File: config.mk
export PLATFORM = sky130hd
export DESIGN_NAME = hs_channel_control_regs
export DESIGN_NICKNAME = d
export VERILOG_FILES = /design/src/hs_channel_control_pkg.sv /design/src/hs_channel_control_regs.sv
export SDC_FILE = /design/constraint.sdc
export NUM_CORES = 1
export LEC_CHECK = 0
export BUFFER_PORTS_ARGS = -buffer_cell sky130_fd_sc_hd__buf_2
export CAP_MARGIN = 30
export CORE_ASPECT_RATIO = 1.2
export CORE_MARGIN = 8
export CORE_UTILIZATION = 40
export CTS_CLUSTER_DIAMETER = 30
export DETAILED_ROUTE_END_ITERATION = 10
export GPL_TIMING_DRIVEN = 0
export PLACE_DENSITY_LB_ADDON = 0.08
export SLEW_MARGIN = 0
export SYNTH_ARGS = -nofsm -noshare
export SYNTH_HDL_FRONTEND = slang
export SYNTH_SLANG_ARGS = --single-unit
File: constraint.sdc
create_clock -name ref_clk -period 1.7 [get_ports ref_clk]
set_input_delay 0.34 -clock ref_clk [delete_from_list [all_inputs] [get_ports ref_clk]]
set_output_delay 0.34 -clock ref_clk [all_outputs]
set_load 0.02 [all_outputs]
File: src/hs_channel_control_pkg.sv
// shared constants and carriers for the high-speed channel control register slice
package hs_channel_control_pkg;

  // clause 22 frame shape
  localparam int unsigned PREAMBLE_ONES = 32;
  localparam int unsigned HEADER_BITS = 12;
  localparam int unsigned DATA_BITS = 16;
  localparam logic [1:0] OP_READ = 2'h2;
  localparam logic [1:0] OP_WRITE = 2'h1;

  // direct register offsets
  localparam logic [4:0] ADDR_HS_CHANNEL_CONTROL = 5'h1d;
  localparam logic [4:0] ADDR_EXTENDED_POINTER = 5'h1e;
  localparam logic [4:0] ADDR_EXTENDED_DATA = 5'h1f;

  // extended register offsets
  localparam logic [15:0] EXT_TX_SEARCH = 16'h8000;
  localparam logic [15:0] EXT_TX_REPLACE = 16'h8001;
  localparam logic [15:0] EXT_RX_SEARCH = 16'h8002;
  localparam logic [15:0] EXT_RX_REPLACE = 16'h8003;

  // reset values
  localparam logic [15:0] HS_CONTROL_RESET = 16'h0880;
  localparam logic [15:0] POINTER_RESET = 16'h0000;
  localparam logic [9:0] TX_SEARCH_RESET = 10'h2bc;
  localparam logic [9:0] TX_REPLACE_RESET = 10'h27c;
  localparam logic [9:0] RX_SEARCH_RESET = 10'h27c;
  localparam logic [9:0] RX_REPLACE_RESET = 10'h2bc;

  // field positions in hs_channel_control
  localparam int unsigned BIT_SELF_CLEAR = 15;
  localparam int unsigned RX_DEPTH_MSB = 14;
  localparam int unsigned RX_DEPTH_LSB = 12;
  localparam int unsigned BIT_RX_MARKER = 11;
  localparam int unsigned TX_DEPTH_MSB = 10;
  localparam int unsigned TX_DEPTH_LSB = 8;
  localparam int unsigned BIT_TX_MARKER = 7;
  localparam int unsigned BIT_FORCE_ALIGN = 5;
  localparam int unsigned BIT_JOG = 4;
  localparam int unsigned BIT_ENC_SKIP = 3;
  localparam int unsigned BIT_DEC_SKIP = 2;
  localparam int unsigned POLICY_MSB = 1;
  localparam int unsigned POLICY_LSB = 0;

  // sync-loss policy codes and limits, forced alignment position
  localparam logic [1:0] POLICY_STANDARD = 2'h0;
  localparam logic [1:0] POLICY_ONE = 2'h1;
  localparam logic [1:0] POLICY_TWO = 2'h2;
  localparam logic [1:0] POLICY_THREE = 2'h3;
  localparam logic [2:0] STANDARD_ERROR_LIMIT = 3'h4;
  localparam logic [1:0] STANDARD_GOOD_RUN = 2'h3;
  localparam logic [3:0] FORCED_ALIGNMENT = 4'h9;

  typedef struct packed {
    logic [2:0] fast_rx_fifo_depth;
    logic [2:0] fast_tx_fifo_depth;
    logic rx_marker_enable;
    logic tx_marker_enable;
    logic forced_byte_alignment;
    logic manual_alignment_jog;
    logic fast_encoder_skip;
    logic fast_decoder_skip;
    logic [1:0] sync_loss_policy;
  } hs_control_s;

  typedef struct packed {
    logic [9:0] tx_search;
    logic [9:0] tx_replace;
    logic [9:0] rx_search;
    logic [9:0] rx_replace;
  } marker_chars_s;

endpackage

File: src/hs_channel_control_regs.sv
// clause 22 management slave with high-speed channel control, extended window and markers
`timescale 1ns/1ps
`default_nettype none

module hs_channel_control_regs (
  input wire logic ref_clk,
  input wire logic reset,
  input wire logic ce,
  input wire logic mdc,
  input wire logic mdio_in,
  output logic mdio_out,
  output logic mdio_oe,
  input wire logic [4:0] phy_address,
  input wire logic rx_code_valid,
  input wire logic rx_code_error,
  input wire logic rx_comma_seen,
  output logic rx_synced,
  input wire logic [3:0] auto_alignment,
  input wire logic [3:0] jog_alignment,
  output logic [3:0] alignment_position,
  input wire logic [9:0] tx_char_in,
  output logic [9:0] tx_char_out,
  input wire logic [9:0] rx_char_in,
  output logic [9:0] rx_char_out,
  output hs_channel_control_pkg::hs_control_s control
);

  typedef enum logic [2:0] {
    st_preamble,
    st_start,
    st_header,
    st_turn,
    st_write_data,
    st_read_data
  } mdio_state_e;

  // pin synchronisers; first stages feed only the second
  logic mdc_meta, mdc_sync, mdc_last;
  logic mdio_meta, mdio_sync;
  logic [4:0] phy_meta, phy_sync;

  always_ff @(posedge ref_clk) begin
    if (reset) begin
      mdc_meta <= 1'b0;
      mdc_sync <= 1'b0;
      mdc_last <= 1'b0;
      mdio_meta <= 1'b1;
      mdio_sync <= 1'b1;
      phy_meta <= 5'h00;
      phy_sync <= 5'h00;
    end else if (ce) begin
      mdc_meta <= mdc;
      mdc_sync <= mdc_meta;
      mdc_last <= mdc_sync;
      mdio_meta <= mdio_in;
      mdio_sync <= mdio_meta;
      phy_meta <= phy_address;
      phy_sync <= phy_meta;
    end
  end

  logic mdc_rise;
  assign mdc_rise = mdc_sync & ~mdc_last;

  // frame engine
  mdio_state_e state;
  logic [5:0] ones;
  logic [4:0] bit_count;
  logic [11:0] header;
  logic [15:0] shifter;
  logic write_strobe;
  logic [4:0] access_reg;
  logic header_done, header_match;
  logic [11:0] full_header;

  assign full_header = {header[10:0], mdio_sync};
  assign header_done = (bit_count == 5'(hs_channel_control_pkg::HEADER_BITS - 1));
  assign header_match = (full_header[9:5] == phy_sync);

  always_ff @(posedge ref_clk) begin
    if (reset) begin
      state <= st_preamble;
      ones <= 6'h00;
      bit_count <= 5'h00;
      header <= 12'h000;
      shifter <= 16'h0000;
      write_strobe <= 1'b0;
      access_reg <= 5'h00;
      mdio_out <= 1'b0;
      mdio_oe <= 1'b0;
    end else if (ce) begin
      write_strobe <= 1'b0;
      if (mdc_rise) begin
        case (state)
          st_preamble: begin
            if (mdio_sync) begin
              if (ones != 6'(hs_channel_control_pkg::PREAMBLE_ONES)) begin
                ones <= ones + 6'h01;
              end
            end else if (ones == 6'(hs_channel_control_pkg::PREAMBLE_ONES)) begin
              state <= st_start;
            end else begin
              ones <= 6'h00;
            end
          end
          st_start: begin
            ones <= 6'h00;
            bit_count <= 5'h00;
            state <= mdio_sync ? st_header : st_preamble;
          end
          st_header: begin
            header <= full_header;
            bit_count <= bit_count + 5'h01;
            if (header_done) begin
              bit_count <= 5'h00;
              access_reg <= full_header[4:0];
              if (!header_match) begin
                state <= st_preamble;
              end else if (full_header[11:10] == hs_channel_control_pkg::OP_READ) begin
                shifter <= read_value_for(full_header[4:0]);
                state <= st_turn;
              end else if (full_header[11:10] == hs_channel_control_pkg::OP_WRITE) begin
                state <= st_turn;
              end else begin
                state <= st_preamble;
              end
            end
          end
          st_turn: begin
            // first turnaround slot left undriven, second driven low on reads
            bit_count <= bit_count + 5'h01;
            if (header[11:10] == hs_channel_control_pkg::OP_READ) begin
              mdio_oe <= 1'b1;
              mdio_out <= 1'b0;
              bit_count <= 5'h00;
              state <= st_read_data;
            end else if (bit_count == 5'h01) begin
              bit_count <= 5'h00;
              state <= st_write_data;
            end
          end
          st_write_data: begin
            shifter <= {shifter[14:0], mdio_sync};
            bit_count <= bit_count + 5'h01;
            if (bit_count == 5'(hs_channel_control_pkg::DATA_BITS - 1)) begin
              write_strobe <= 1'b1;
              state <= st_preamble;
            end
          end
          st_read_data: begin
            bit_count <= bit_count + 5'h01;
            if (bit_count == 5'(hs_channel_control_pkg::DATA_BITS)) begin
              mdio_oe <= 1'b0;
              mdio_out <= 1'b0;
              state <= st_preamble;
            end else begin
              mdio_out <= shifter[15];
              shifter <= {shifter[14:0], 1'b0};
            end
          end
          default: state <= st_preamble;
        endcase
      end
    end
  end

  // register store
  logic [15:0] hs_channel_control;
  logic [15:0] extended_address_pointer;
  logic [9:0] tx_marker_search_char, tx_marker_replace_char;
  logic [9:0] rx_marker_search_char, rx_marker_replace_char;

  function automatic logic [15:0] ext_value(input logic [15:0] ptr);
    logic [15:0] v;
    v = 16'h0000;
    if (ptr == hs_channel_control_pkg::EXT_TX_SEARCH) begin
      v = {6'h00, tx_marker_search_char};
    end else if (ptr == hs_channel_control_pkg::EXT_TX_REPLACE) begin
      v = {6'h00, tx_marker_replace_char};
    end else if (ptr == hs_channel_control_pkg::EXT_RX_SEARCH) begin
      v = {6'h00, rx_marker_search_char};
    end else if (ptr == hs_channel_control_pkg::EXT_RX_REPLACE) begin
      v = {6'h00, rx_marker_replace_char};
    end
    return v;
  endfunction

  function automatic logic [15:0] read_value_for(input logic [4:0] regad);
    logic [15:0] v;
    v = 16'h0000;
    if (regad == hs_channel_control_pkg::ADDR_HS_CHANNEL_CONTROL) begin
      v = hs_channel_control;
    end else if (regad == hs_channel_control_pkg::ADDR_EXTENDED_POINTER) begin
      v = extended_address_pointer;
    end else if (regad == hs_channel_control_pkg::ADDR_EXTENDED_DATA) begin
      v = ext_value(extended_address_pointer);
    end
    return v;
  endfunction

  always_ff @(posedge ref_clk) begin
    if (reset) begin
      hs_channel_control <= hs_channel_control_pkg::HS_CONTROL_RESET;
      extended_address_pointer <= hs_channel_control_pkg::POINTER_RESET;
      tx_marker_search_char <= hs_channel_control_pkg::TX_SEARCH_RESET;
      tx_marker_replace_char <= hs_channel_control_pkg::TX_REPLACE_RESET;
      rx_marker_search_char <= hs_channel_control_pkg::RX_SEARCH_RESET;
      rx_marker_replace_char <= hs_channel_control_pkg::RX_REPLACE_RESET;
    end else if (ce) begin
      // self-clearing reserved bit never holds for more than one cycle
      hs_channel_control[hs_channel_control_pkg::BIT_SELF_CLEAR] <= 1'b0;
      if (write_strobe) begin
        if (access_reg == hs_channel_control_pkg::ADDR_HS_CHANNEL_CONTROL) begin
          hs_channel_control <= shifter;
        end else if (access_reg == hs_channel_control_pkg::ADDR_EXTENDED_POINTER) begin
          extended_address_pointer <= shifter;
        end else if (access_reg == hs_channel_control_pkg::ADDR_EXTENDED_DATA) begin
          if (extended_address_pointer == hs_channel_control_pkg::EXT_TX_SEARCH) begin
            tx_marker_search_char <= shifter[9:0];
          end else if (extended_address_pointer == hs_channel_control_pkg::EXT_TX_REPLACE) begin
            tx_marker_replace_char <= shifter[9:0];
          end else if (extended_address_pointer == hs_channel_control_pkg::EXT_RX_SEARCH) begin
            rx_marker_search_char <= shifter[9:0];
          end else if (extended_address_pointer == hs_channel_control_pkg::EXT_RX_REPLACE) begin
            rx_marker_replace_char <= shifter[9:0];
          end
        end
      end
    end
  end

  assign control.fast_rx_fifo_depth =
    hs_channel_control[hs_channel_control_pkg::RX_DEPTH_MSB:hs_channel_control_pkg::RX_DEPTH_LSB];
  assign control.fast_tx_fifo_depth =
    hs_channel_control[hs_channel_control_pkg::TX_DEPTH_MSB:hs_channel_control_pkg::TX_DEPTH_LSB];
  assign control.rx_marker_enable = hs_channel_control[hs_channel_control_pkg::BIT_RX_MARKER];
  assign control.tx_marker_enable = hs_channel_control[hs_channel_control_pkg::BIT_TX_MARKER];
  assign control.forced_byte_alignment = hs_channel_control[hs_channel_control_pkg::BIT_FORCE_ALIGN];
  assign control.manual_alignment_jog = hs_channel_control[hs_channel_control_pkg::BIT_JOG];
  assign control.fast_encoder_skip = hs_channel_control[hs_channel_control_pkg::BIT_ENC_SKIP];
  assign control.fast_decoder_skip = hs_channel_control[hs_channel_control_pkg::BIT_DEC_SKIP];
  assign control.sync_loss_policy =
    hs_channel_control[hs_channel_control_pkg::POLICY_MSB:hs_channel_control_pkg::POLICY_LSB];

  // byte alignment select
  always_ff @(posedge ref_clk) begin
    if (reset) begin
      alignment_position <= 4'h0;
    end else if (ce) begin
      if (control.manual_alignment_jog) begin
        alignment_position <= jog_alignment;
      end else if (control.forced_byte_alignment) begin
        alignment_position <= hs_channel_control_pkg::FORCED_ALIGNMENT;
      end else begin
        alignment_position <= auto_alignment;
      end
    end
  end

  // marker search and replace, one register stage each way
  always_ff @(posedge ref_clk) begin
    if (reset) begin
      tx_char_out <= 10'h000;
      rx_char_out <= 10'h000;
    end else if (ce) begin
      if (control.tx_marker_enable && tx_char_in == tx_marker_search_char) begin
        tx_char_out <= tx_marker_replace_char;
      end else begin
        tx_char_out <= tx_char_in;
      end
      if (control.rx_marker_enable && rx_char_in == rx_marker_search_char) begin
        rx_char_out <= rx_marker_replace_char;
      end else begin
        rx_char_out <= rx_char_in;
      end
    end
  end

  // sync-loss machine; standard policy counts errors back down after good runs
  logic [2:0] error_count;
  logic [1:0] good_run;
  logic [2:0] next_error_count;
  logic drop_sync;

  always_comb begin
    next_error_count = error_count;
    drop_sync = 1'b0;
    if (rx_code_valid && rx_code_error) begin
      next_error_count = error_count + 3'h1;
      // at-or-above, so a count left over from another policy still drops
      case (control.sync_loss_policy)
        hs_channel_control_pkg::POLICY_STANDARD: begin
          drop_sync = (next_error_count >= hs_channel_control_pkg::STANDARD_ERROR_LIMIT);
        end
        hs_channel_control_pkg::POLICY_ONE: drop_sync = 1'b1;
        hs_channel_control_pkg::POLICY_TWO: drop_sync = (next_error_count >= 3'h2);
        hs_channel_control_pkg::POLICY_THREE: drop_sync = (next_error_count >= 3'h3);
        default: drop_sync = 1'b1;
      endcase
    end else if (rx_code_valid) begin
      if (control.sync_loss_policy != hs_channel_control_pkg::POLICY_STANDARD) begin
        next_error_count = 3'h0; // adjacency broken by a good code
      end else if (good_run == hs_channel_control_pkg::STANDARD_GOOD_RUN && error_count != 3'h0) begin
        next_error_count = error_count - 3'h1;
      end
    end
  end

  always_ff @(posedge ref_clk) begin
    if (reset) begin
      rx_synced <= 1'b0;
      error_count <= 3'h0;
      good_run <= 2'h0;
    end else if (ce) begin
      if (!rx_synced) begin
        error_count <= 3'h0;
        good_run <= 2'h0;
        rx_synced <= rx_comma_seen;
      end else if (drop_sync) begin
        rx_synced <= 1'b0;
        error_count <= 3'h0;
        good_run <= 2'h0;
      end else if (rx_code_valid) begin
        error_count <= next_error_count;
        good_run <= (rx_code_error || good_run == hs_channel_control_pkg::STANDARD_GOOD_RUN) ? 2'h0 : good_run + 2'h1;
      end
    end
  end

endmodule // hs_channel_control_regs

`default_nettype wire

# Yosys cells after proc, flatten, opt, wreduce, memory -nomap -nowiden

Cells that the tools add are included.

Bits in registers: 167
Latch bits: 0
Memory bits (writable): 0
Memory bits (read-only): 0
Bits of input ports: 41
Output and inout bits: 41
Word-level logic and storage cells: 180
Memories: 0

Add/subtract/negate cells: 5
Multiply operators: 0
Div/mod/pow operators: 0
Magnitude comparators: 3
Equal/unequal tests: 45
Shift-type cells: 0
Muxes and demuxes: 61
Bitwise gates (word level): 7
Reduce and logical (&&, ||, !) cells: 30

Operators by type and width:

| kind                                                 | number |
|---|---|
| two-way mux 16 bit                                   | 8 |
| two-way mux 10 bit                                   | 7 |
| equality test 16 bit (second input constant)         | 4 |
| one-hot mux 16 bit (3 select lines)                  | 1 |
| two-way mux 3 bit                                    | 13 |
| equality test 5 bit (second input constant)          | 7 |
| equality test 10 bit                                 | 2 |
| one-hot mux 5 bit (4 select lines)                   | 1 |
| two-way mux 6 bit                                    | 3 |
| != test 2 bit (second input constant)                | 9 |
| one-hot mux 3 bit (6 select lines)                   | 1 |
| two-way mux 2 bit                                    | 8 |
| AND reduction 8 bit                                  | 2 |
| two-way mux 5 bit                                    | 3 |
| AND reduction 7 bit                                  | 2 |
| one-hot mux 6 bit (2 select lines)                   | 1 |
| AND reduction 3 bit                                  | 4 |
| AND reduction 4 bit                                  | 3 |
| equality test 2 bit (second input constant)          | 5 |
| equality test 5 x 4 -> 1 bit (second input constant) | 2 |
| two-way mux 1 bit                                    | 10 |
| AND reduction 5 bit                                  | 2 |
| != test 3 bit (second input constant)                | 3 |
| AND reduction 9 bit                                  | 1 |
| 32 further kinds                                     | 49 |

# Depth between registers and ports, before layout

Gate-level depths: netlist (run 1).

Depth after elaboration: 12
Mapped depth: 9
Gate-level depth less buffers: 7

# Worst setup path after synthesis (run 1)

OpenSTA, ideal clock, no wires.

Path kind: input to register
From: input ce
To: register tx_marker_search_char[9]
Setup time: 0.138 ns
Arrival: 1.671 ns
Data required time: 1.562 ns
Setup slack: -0.109 ns
Cell stages on the path: 8
Buffers on the path: 2
Cells stage by stage: buf_4 and4_2 and3_2 nand3_4 or3_4 buf_6 nand2_2 o211ai_2

Cells in the longest elaborated chain, start to end: 1

RTL lines:

| what                          | line                           | source |
|---|---|---|
| from (decl)                   | hs_channel_control_regs.sv:8   | `input wire logic ce,` |
| AND reduction 6 bit (no line) | -                              |  |
| to (signal assigned)          | hs_channel_control_regs.sv:205 | `tx_marker_search_char <= hs_channel_control_pkg::TX_SEARCH_RESET;` |
| to (signal assigned)          | hs_channel_control_regs.sv:219 | `tx_marker_search_char <= shifter[9:0];` |
| to (decl)                     | hs_channel_control_regs.sv:170 | `logic [9:0] tx_marker_search_char, tx_marker_replace_char;` |

No other way between the ends.
A chain may end at the register's enable or synchronous reset.

# Final worst setup path (run 1)

From: register extended_address_pointer[14]
To: register tx_marker_search_char[9]

Cells in the longest elaborated chain, start to end: 2

RTL lines:

| what                          | line                           | source |
|---|---|---|
| from (decl)                   | hs_channel_control_regs.sv:169 | `logic [15:0] extended_address_pointer;` |
| from (signal assigned)        | hs_channel_control_regs.sv:204 | `extended_address_pointer <= hs_channel_control_pkg::POINTER_RESET;` |
| from (signal assigned)        | hs_channel_control_regs.sv:216 | `extended_address_pointer <= shifter;` |
| equality test 16 bit          | hs_channel_control_regs.sv:218 | `if (extended_address_pointer == hs_channel_control_pkg::EXT_TX_SEARCH) begin` |
| AND reduction 6 bit (no line) | -                              |  |

No other way between the ends.

==> impl_metrics.env, run 1 <==
export IMPL_drv_slew=0
export IMPL_hpwl_um=18800
export IMPL_relSlewSlack_pct=46.8
export IMPL_synthFlopType="dfxtp_1"
export IMPL_r2r_cells=7
export IMPL_wl_met1_um=10600
export IMPL_die_w_um=147
export IMPL_tightest_slew_ps=798
export IMPL_reg_top3="extended_address_pointer (16), hs_channel_control (16), shifter (16)"
export IMPL_io_buffers=79
export IMPL_syn_nets=987
export IMPL_grt_pass1_vias=7298
export IMPL_wl_met3_um=1270
export IMPL_cts_max_path_buffers=2
export IMPL_ys_warn_count=0
export IMPL_antennaDiodeCount=0
export IMPL_met2_length_um=13500
export IMPL_fin_ws_ps=-270
export IMPL_start_util_pct=40.6
export IMPL_top_layer="met4"
export IMPL_clk_insertion_delay_late_ps=440
export IMPL_grt_pass1_wl_um=41400
export IMPL_core_um2=20200
export IMPL_internal_power_w=0.00627
export IMPL_drt_total_wl_um=26300
export IMPL_reg2reg_slack_ps=-270
export IMPL_cts_tree="built"
export IMPL_yosysUniqueCellTypes=75
export IMPL_syn_cell_area_um2=8190
export IMPL_switchingPower_w=0.00225
export IMPL_seqPwrFrac_pct=47.0
export IMPL_arrival_ps=2260
export IMPL_skew_ps=10.4
export IMPL_synth_yosys_seq_area_share_pct=40.8
export IMPL_areaGrowthSynthToFinish_pct=32.3
export IMPL_crit_end="tx_marker_search_char[9]"
export IMPL_cts_sinks=167
export IMPL_cp_required_ps=1990
export IMPL_yosys_area_top_type="dfxtp_1"
export IMPL_comb_power_share_pct=7.0
export IMPL_routed_via_density=5.45
export IMPL_root_buffer="clkbuf_16"
export IMPL_ios=82
export IMPL_gp_congestion=0.848
export IMPL_rows=57
export IMPL_fp_dieH_um=173
export IMPL_r2r_start="extended_address_pointer[14]"
export IMPL_drtAntennaViolNets=0
export IMPL_p_leak_nw=4.29
export IMPL_cts_clk_slew_worst_paths_ps=70
export IMPL_synth_edff_count=0
export IMPL_fin_crit_sh_pct=116
export IMPL_setup_worst_path_start_class="register"
export IMPL_nNetsFinal=1130
export IMPL_synth_seq_cells=167
export IMPL_place_ws_ps=-555
export IMPL_die_area_um2=25300
export IMPL_grt_max_degree=18
export IMPL_cts_buffers=17
export IMPL_rsz0062_at_grt="true"
export IMPL_wl_per_cell_um=19.4
export IMPL_post_synth_cell_area_avg_um2=8.76
export IMPL_antenna_found_initial=0
export IMPL_power_density_nw_per_um2=787
export IMPL_final_layout_size_suffix_gt1_share_pct=34.9
export IMPL_ir_drop_mv=0.720
export IMPL_synth_async_reset_ratio_pct=0
export IMPL_vias=7387
export IMPL_htreeDepth=4
export IMPL_drc=0
export IMPL_setup_viol=56
export IMPL_cap_violations=0
export IMPL_worstSetupPathType="reg2reg"
export IMPL_worstSetupStartpoint="extended_address_pointer[14]"
export IMPL_postLayoutCoreUtil_pct=53.7
export IMPL_syn_instance_count=934
export IMPL_critPathMaxFanout=10
export IMPL_final_hold_viol_count=0
export IMPL_grt_ovfl_total=0
export IMPL_reg2reg_to="tx_marker_search_char[9]"
export IMPL_drt_iter0_drc=415
export IMPL_end_kind="register"
export IMPL_gr_usage_all_layers_pct=20.7
export IMPL_min_path_type="in2reg"
export IMPL_status="complete, but fails checks"
export IMPL_synth_top_area_share_pct=40.8
export IMPL_violations="setup timing"
export IMPL_synth_top_cells_by_area="dfxtp_1 (41%), mux2i_1 (9.4%), nor2_1 (6.6%), nand2_1 (4.7%), a21oi_1 (3.9%)"
export IMPL_period_needed_ps=1970
export IMPL_switching_share_pct=26.4
export IMPL_max_freq_ghz=0.508
export IMPL_firstDrtPassIters=5
export IMPL_clockPowerShare_pct=46.0
==> cell type report <==
class	instances	area (um2)
plain buffers	81	618
clock buffers	17	425
flip-flops and latches	167	3390
clock inverters	15	163
well taps	265	332
inverters	21	83.8
repair buffers	126	900
multi-input cells	663	4920
fillers	1899	9350
==> power by group through the flow <==
| stage | sequential (W) | clock, W | combinational (W) |
|---|---|---|---|
| floorplan | 0.00414 | 0 | 0.000284 |
| global placement | 0.00410 | 0 | 0.000545 |
| detailed placement | 0.00410 | 0 | 0.000544 |
| CTS | 0.00401 | 0.00399 | 0.000574 |
| global route | 0.00401 | 0.00416 | 0.000652 |
| finish | 0.00401 | 0.00392 | 0.000598 |
==> cells in the final DEF (no fill, tap or decap), types with 8 or more instances in the layout <==
cell type,netlist,layout
nand3b_1,9,9
dfxtp_2,0,14
a211oi_1,22,18
a21oi_2,4,18
clkbuf_1,27,19
nor3_1,26,11
a21oi_1,64,50
buf_6,7,28
buf_4,15,45
dfxtp_1,167,146
o22ai_1,8,8
nand2_1,103,89
xnor2_1,22,21
inv_1,20,18
mux2i_1,77,74
nor2_1,144,139
nand2_4,1,10
buf_2,22,86
a221oi_1,16,12
nand4_1,11,11
nor3_2,4,13
xor2_1,9,9
clkbuf_16,0,18
==> routing by layer <==
layer | vias up | track usage, %
met3 | 53 | 4.44
met2 | 216 | 36.2
met5 | - | 0
li1 | 3571 | -
met1 | 3547 | 23.4
met4 | 0 | 9.51
==> cell families after synthesis <==
kind of cell / count (synthesis) / synth area share [%]
AO/OA/AOI/OAI: 169 / 14.3
adder cells (fa/ha/maj): 12 / 1.83
multiplexers: 87 / 11.2
AND/OR/NAND/NOR: 364 / 21.2
XOR/XNOR: 31 / 3.32
buffers and inverters: 104 / 7.34
flip-flops: 167 / 40.8
==> how the worst min path moves through the flow <==
stage	start	to	slack (ps)	cells past startpoint
after CTS	mdio_in	mdio_meta	110	3
after detailed placement	hs_channel_control[6]	hs_channel_control[6]	450	2
after global placement	hs_channel_control[6]	hs_channel_control[6]	440	2
after global routing	phy_address[0]	phy_meta[0]	120	3
after floorplan	hs_channel_control[6]	hs_channel_control[6]	440	2
final	mdio_in	mdio_meta	120	3
==> cell usage after synthesis, types with 16 or more instances <==
| cell | number |
|---|---|
| a211oi_1 | 22 |
| a21oi_1 | 64 |
| a221oi_1 | 16 |
| buf_2 | 22 |
| clkbuf_1 | 27 |
| dfxtp_1 | 167 |
| inv_1 | 20 |
| mux2i_1 | 77 |
| nand2_1 | 103 |
| nor2_1 | 144 |
| nor3_1 | 26 |
| xnor2_1 | 22 |
==> stage by stage <==
stage | hold WS [ps] | power [W] | TNS (ps) | cell area [um2] | cells
global route | 123 | 0.00883 | -16040 | 10800 | 1355
CTS | 114 | 0.00857 | -11950 | 10400 | 1344
floorplan | 437 | 0.00443 | -729 | 8250 | 934
finish | 124 | 0.00853 | -10700 | 10800 | 1355
global placement | 443 | 0.00464 | -45000 | 8970 | 1278
detailed placement | 450 | 0.00464 | -45090 | 8970 | 1278
==> critical path: stages, from the launching register on <==
cell	delay [ps]
dfxtp_4	350
nor4_4	280
and4_4	350
nand3_4	120
or3_4	420
buf_6	150
nand2_2	70
o211ai_2	70
==> repair_timing <==
item | 4_1_cts | 5_1_grt
endpoints found under the setup margin | 118 | 125
resized for setup | 138 | 89
setup buffers | 31 | 12
pin swaps | 51 | 42
hold buffers | 0 | 0
cloned | 5 | 1
Note: power is estimated with default switching activity, not from simulation.
==> inputs of run 2 (changes only) <==
--- a/config.mk
+++ b/config.mk
@@ -10,6 +10,7 @@
 export CORE_ASPECT_RATIO = 1.2
 export CORE_MARGIN = 8
 export CORE_UTILIZATION = 40
+export CTS_BUF_LIST = sky130_fd_sc_hd__clkbuf_2
 export CTS_CLUSTER_DIAMETER = 30
 export DETAILED_ROUTE_END_ITERATION = 10
 export GPL_TIMING_DRIVEN = 0
==> constraint.sdc (replaced) <==
create_clock -name ref_clk -period 1.7 [get_ports ref_clk]
set_input_delay 0.255 -clock ref_clk [delete_from_list [all_inputs] [get_ports ref_clk]]
set_output_delay 0.255 -clock ref_clk [all_outputs]
set_load 0.02 [all_outputs]
==> run 2 against run 1 <==
Effect of this change:
- the run still ends with setup timing left
- register-to-register slack worse by 60 ps
- core utilization up 2.5 points
- clock skew up 35 ps
- die area unchanged
- critical path type unchanged
- clock-buffer cell count unchanged
- non-clock buffer count up 58
- routed wire length up 3.1%
- combinational power up 18%
==> impl_metrics.env, run 2 (synthesis results as in run 1) <==
export IMPL_nFillCells=1865
export IMPL_grt_ovfl_total=0
export IMPL_end_kind="register"
export IMPL_path_delay_family="simple AND/OR/NAND/NOR gates"
export IMPL_areaGrowthSynthToFinish_pct=38.5
export IMPL_ir_drop_mv=0.369
export IMPL_violations="setup timing"
export IMPL_cts_clk_slew_worst_paths_ps=300
export IMPL_root_buffer="clkbuf_2"
export IMPL_io_buffers=79
export IMPL_drc=0
export IMPL_p_leak_nw=4.46
export IMPL_start_util_pct=40.6
export IMPL_design_area_um2=11300
export IMPL_cts_max_path_buffers=2
export IMPL_nNetsFinal=1188
export IMPL_die_w_um=147
export IMPL_fin_crit_sh_pct=120
export IMPL_drv_slew=0
export IMPL_clk_insertion_delay_late_ps=820
export IMPL_r2r_start="extended_address_pointer[11]"
export IMPL_reg2reg_slack_ps=-340
export IMPL_final_hold_viol_count=0
export IMPL_final_common_cell="nor2_1"
export IMPL_vias=7500
export IMPL_critPathMaxFanout=5
export IMPL_crit_end="tx_marker_replace_char[5]"
export IMPL_cts_tree="built"
export IMPL_drt_total_wl_um=27200
export IMPL_final_layout_size_suffix_gt1_share_pct=39.0
export IMPL_fp_dieH_um=173
export IMPL_gp_congestion=0.819
export IMPL_final_cell_mix="nor2_1 (137), dfxtp_1 (110), nand2_1 (79)"
export IMPL_routed_via_density=5.30
export IMPL_reg2reg_to="tx_marker_replace_char[5]"
export IMPL_place_area_um2=8960
export IMPL_grt_pass1_wl_um=42700
export IMPL_crit_buf_inv=2
export IMPL_power_density_nw_per_um2=627
export IMPL_rows=57
export IMPL_switchingPower_w=0.00210
export IMPL_critical_path_depth=8
export IMPL_period_needed_ps=2040
export IMPL_cts_buffers=17
export IMPL_clockPowerShare_pct=33.8
export IMPL_worstSetupPathType="reg2reg"
export IMPL_comb_power_share_pct=9.9
export IMPL_core_um2=20200
export IMPL_antenna_found_initial=1
export IMPL_worstSetupStartpoint="extended_address_pointer[11]"
export IMPL_die_area_um2=25300
export IMPL_relSlewSlack_pct=39.8
export IMPL_skew_ps=45.7
export IMPL_ios=82
export IMPL_tightest_slew_ps=904
export IMPL_max_freq_ghz=0.491
export IMPL_hpwl_um=18600
export IMPL_seqPwrFrac_pct=56.3
export IMPL_switching_share_pct=29.5
export IMPL_slowest_delay_ps=440
export IMPL_internal_power_w=0.00501
export IMPL_cts_sinks=167
export IMPL_grt_max_degree=18
export IMPL_cap_violations=0
export IMPL_setup_viol=60
export IMPL_grt_pass1_vias=7669
export IMPL_firstDrtPassIters=8
export IMPL_r2r_cells=8
export IMPL_fin_ws_ps=-335
export IMPL_status="complete, but fails checks"
export IMPL_setup_tns_ps=-13630
export IMPL_arrival_ps=2730
export IMPL_setup_worst_path_start_class="register"
export IMPL_crit_slowest_cell="or3_4"
export IMPL_path_cells="nor4_4 -> and4_1 -> buf_6 -> nand3_4 -> or3_4 -> clkbuf_16 -> nand2_4 -> nand3_2"
export IMPL_drt_iter0_drc=426
export IMPL_drtAntennaViolNets=0
export IMPL_min_path_type="in2reg"
export IMPL_reg_top3="extended_address_pointer (16), hs_channel_control (16), shifter (16)"
export IMPL_htreeDepth=4
export IMPL_cp_required_ps=2390
export IMPL_wl_per_cell_um=19.2
export IMPL_gr_usage_all_layers_pct=21.2
export IMPL_rsz0062_at_grt="true"
## run 2: changes by cell type in the layout (fill, tap and decap cells not counted), sizes merged
| cell | previous run | this run |
|---|---|---|
| clkinv | 5 | 1 |
| diode | 0 | 1 |
| clkinvlp | 1 | 3 |
| clkbuf | 54 | 51 |
| bufinv | 1 | 2 |
| buf | 169 | 191 |
| dlygate4sd3 | 0 | 39 |
| inv | 29 | 30 |
## run 2: tightest hold or removal path: cells and delay by family
family / cells / cell delay, ps
AO/OA/AOI/OAI: 1 / 80
buffers and inverters: 2 / 430
AND/OR/NAND/NOR: 1 / 130
## run 2: worst min-delay path by stage
stage | from | endpoint | slack (ps) | cells past startpoint
floorplan | mdio_in | mdio_meta | 380 | 2
global placement | hs_channel_control[6] | hs_channel_control[6] | 440 | 2
detailed placement | hs_channel_control[6] | hs_channel_control[6] | 450 | 2
CTS | reset | shifter[4] | 60 | 3
global route | reset | shifter[4] | 100 | 3
finish | reset | rx_marker_replace_char[2] | 60 | 4
## run 2: area by class of cell
cell class,instances,area [um2],area share (%)
Buffer,69,533,4.70
Sequential cell,167,3460,30.5
Timing Repair Buffer,196,1640,14.4
Tap cell,265,332,2.92
Inverter,21,83.8,0.739
Clock inverter,15,183,1.61
Multi-Input combinational cell,663,5020,44.3
Clock buffer,17,85.1,0.750
Antenna cell,1,2.50,0.0221
## run 2: routing by layer
metal	wire, um	up-vias	part of all wire (%)	GRT usage [%]
li1	-	3684	-	-
met1	11300	3584	42	24.5
met2	13800	174	51	36.4
met3	1020	58	3.8	3.97
met4	1080	0	4.0	11.5
met5	0	-	0	0
## run 2: what timing repair did
| item | 4_1_cts | 5_1_grt |
|---|---|---|
| pin swaps | 44 | 35 |
| endpoints found under the setup margin | 143 | 131 |
| resized for setup | 204 | 123 |
| hold buffers | 39 | 0 |
| endpoints found under the hold margin | 39 | 0 |
| buffers inserted | 51 | 20 |
| cloned | 5 | 2 |
## run 2: power by group through the flow
stage / logic (W) / clock network, W / registers (W)
2_1_floorplan: 0.000283 / 0 / 0.00414
3_3_place_gp: 0.000545 / 0 / 0.00410
3_5_place_dp: 0.000544 / 0 / 0.00410
4_1_cts: 0.000653 / 0.00244 / 0.00401
5_1_grt: 0.000765 / 0.00260 / 0.00402
6_report: 0.000704 / 0.00240 / 0.00401
## run 2: per-stage QoR
stage / util [%] / hold WS (ps) / total power [W] / cells / setup WS [ps]
floorplan: - / 383 / 0.00443 / 934 / -63.5
global placement: 44.4 / 442 / 0.00464 / 1278 / -592
detailed placement: 44.4 / 449 / 0.00464 / 1278 / -581
CTS: 53.0 / 56.8 / 0.00711 / 1392 / -364
global route: 56.2 / 103 / 0.00738 / 1414 / -423
finish: 56.2 / 63.6 / 0.00712 / 1414 / -335
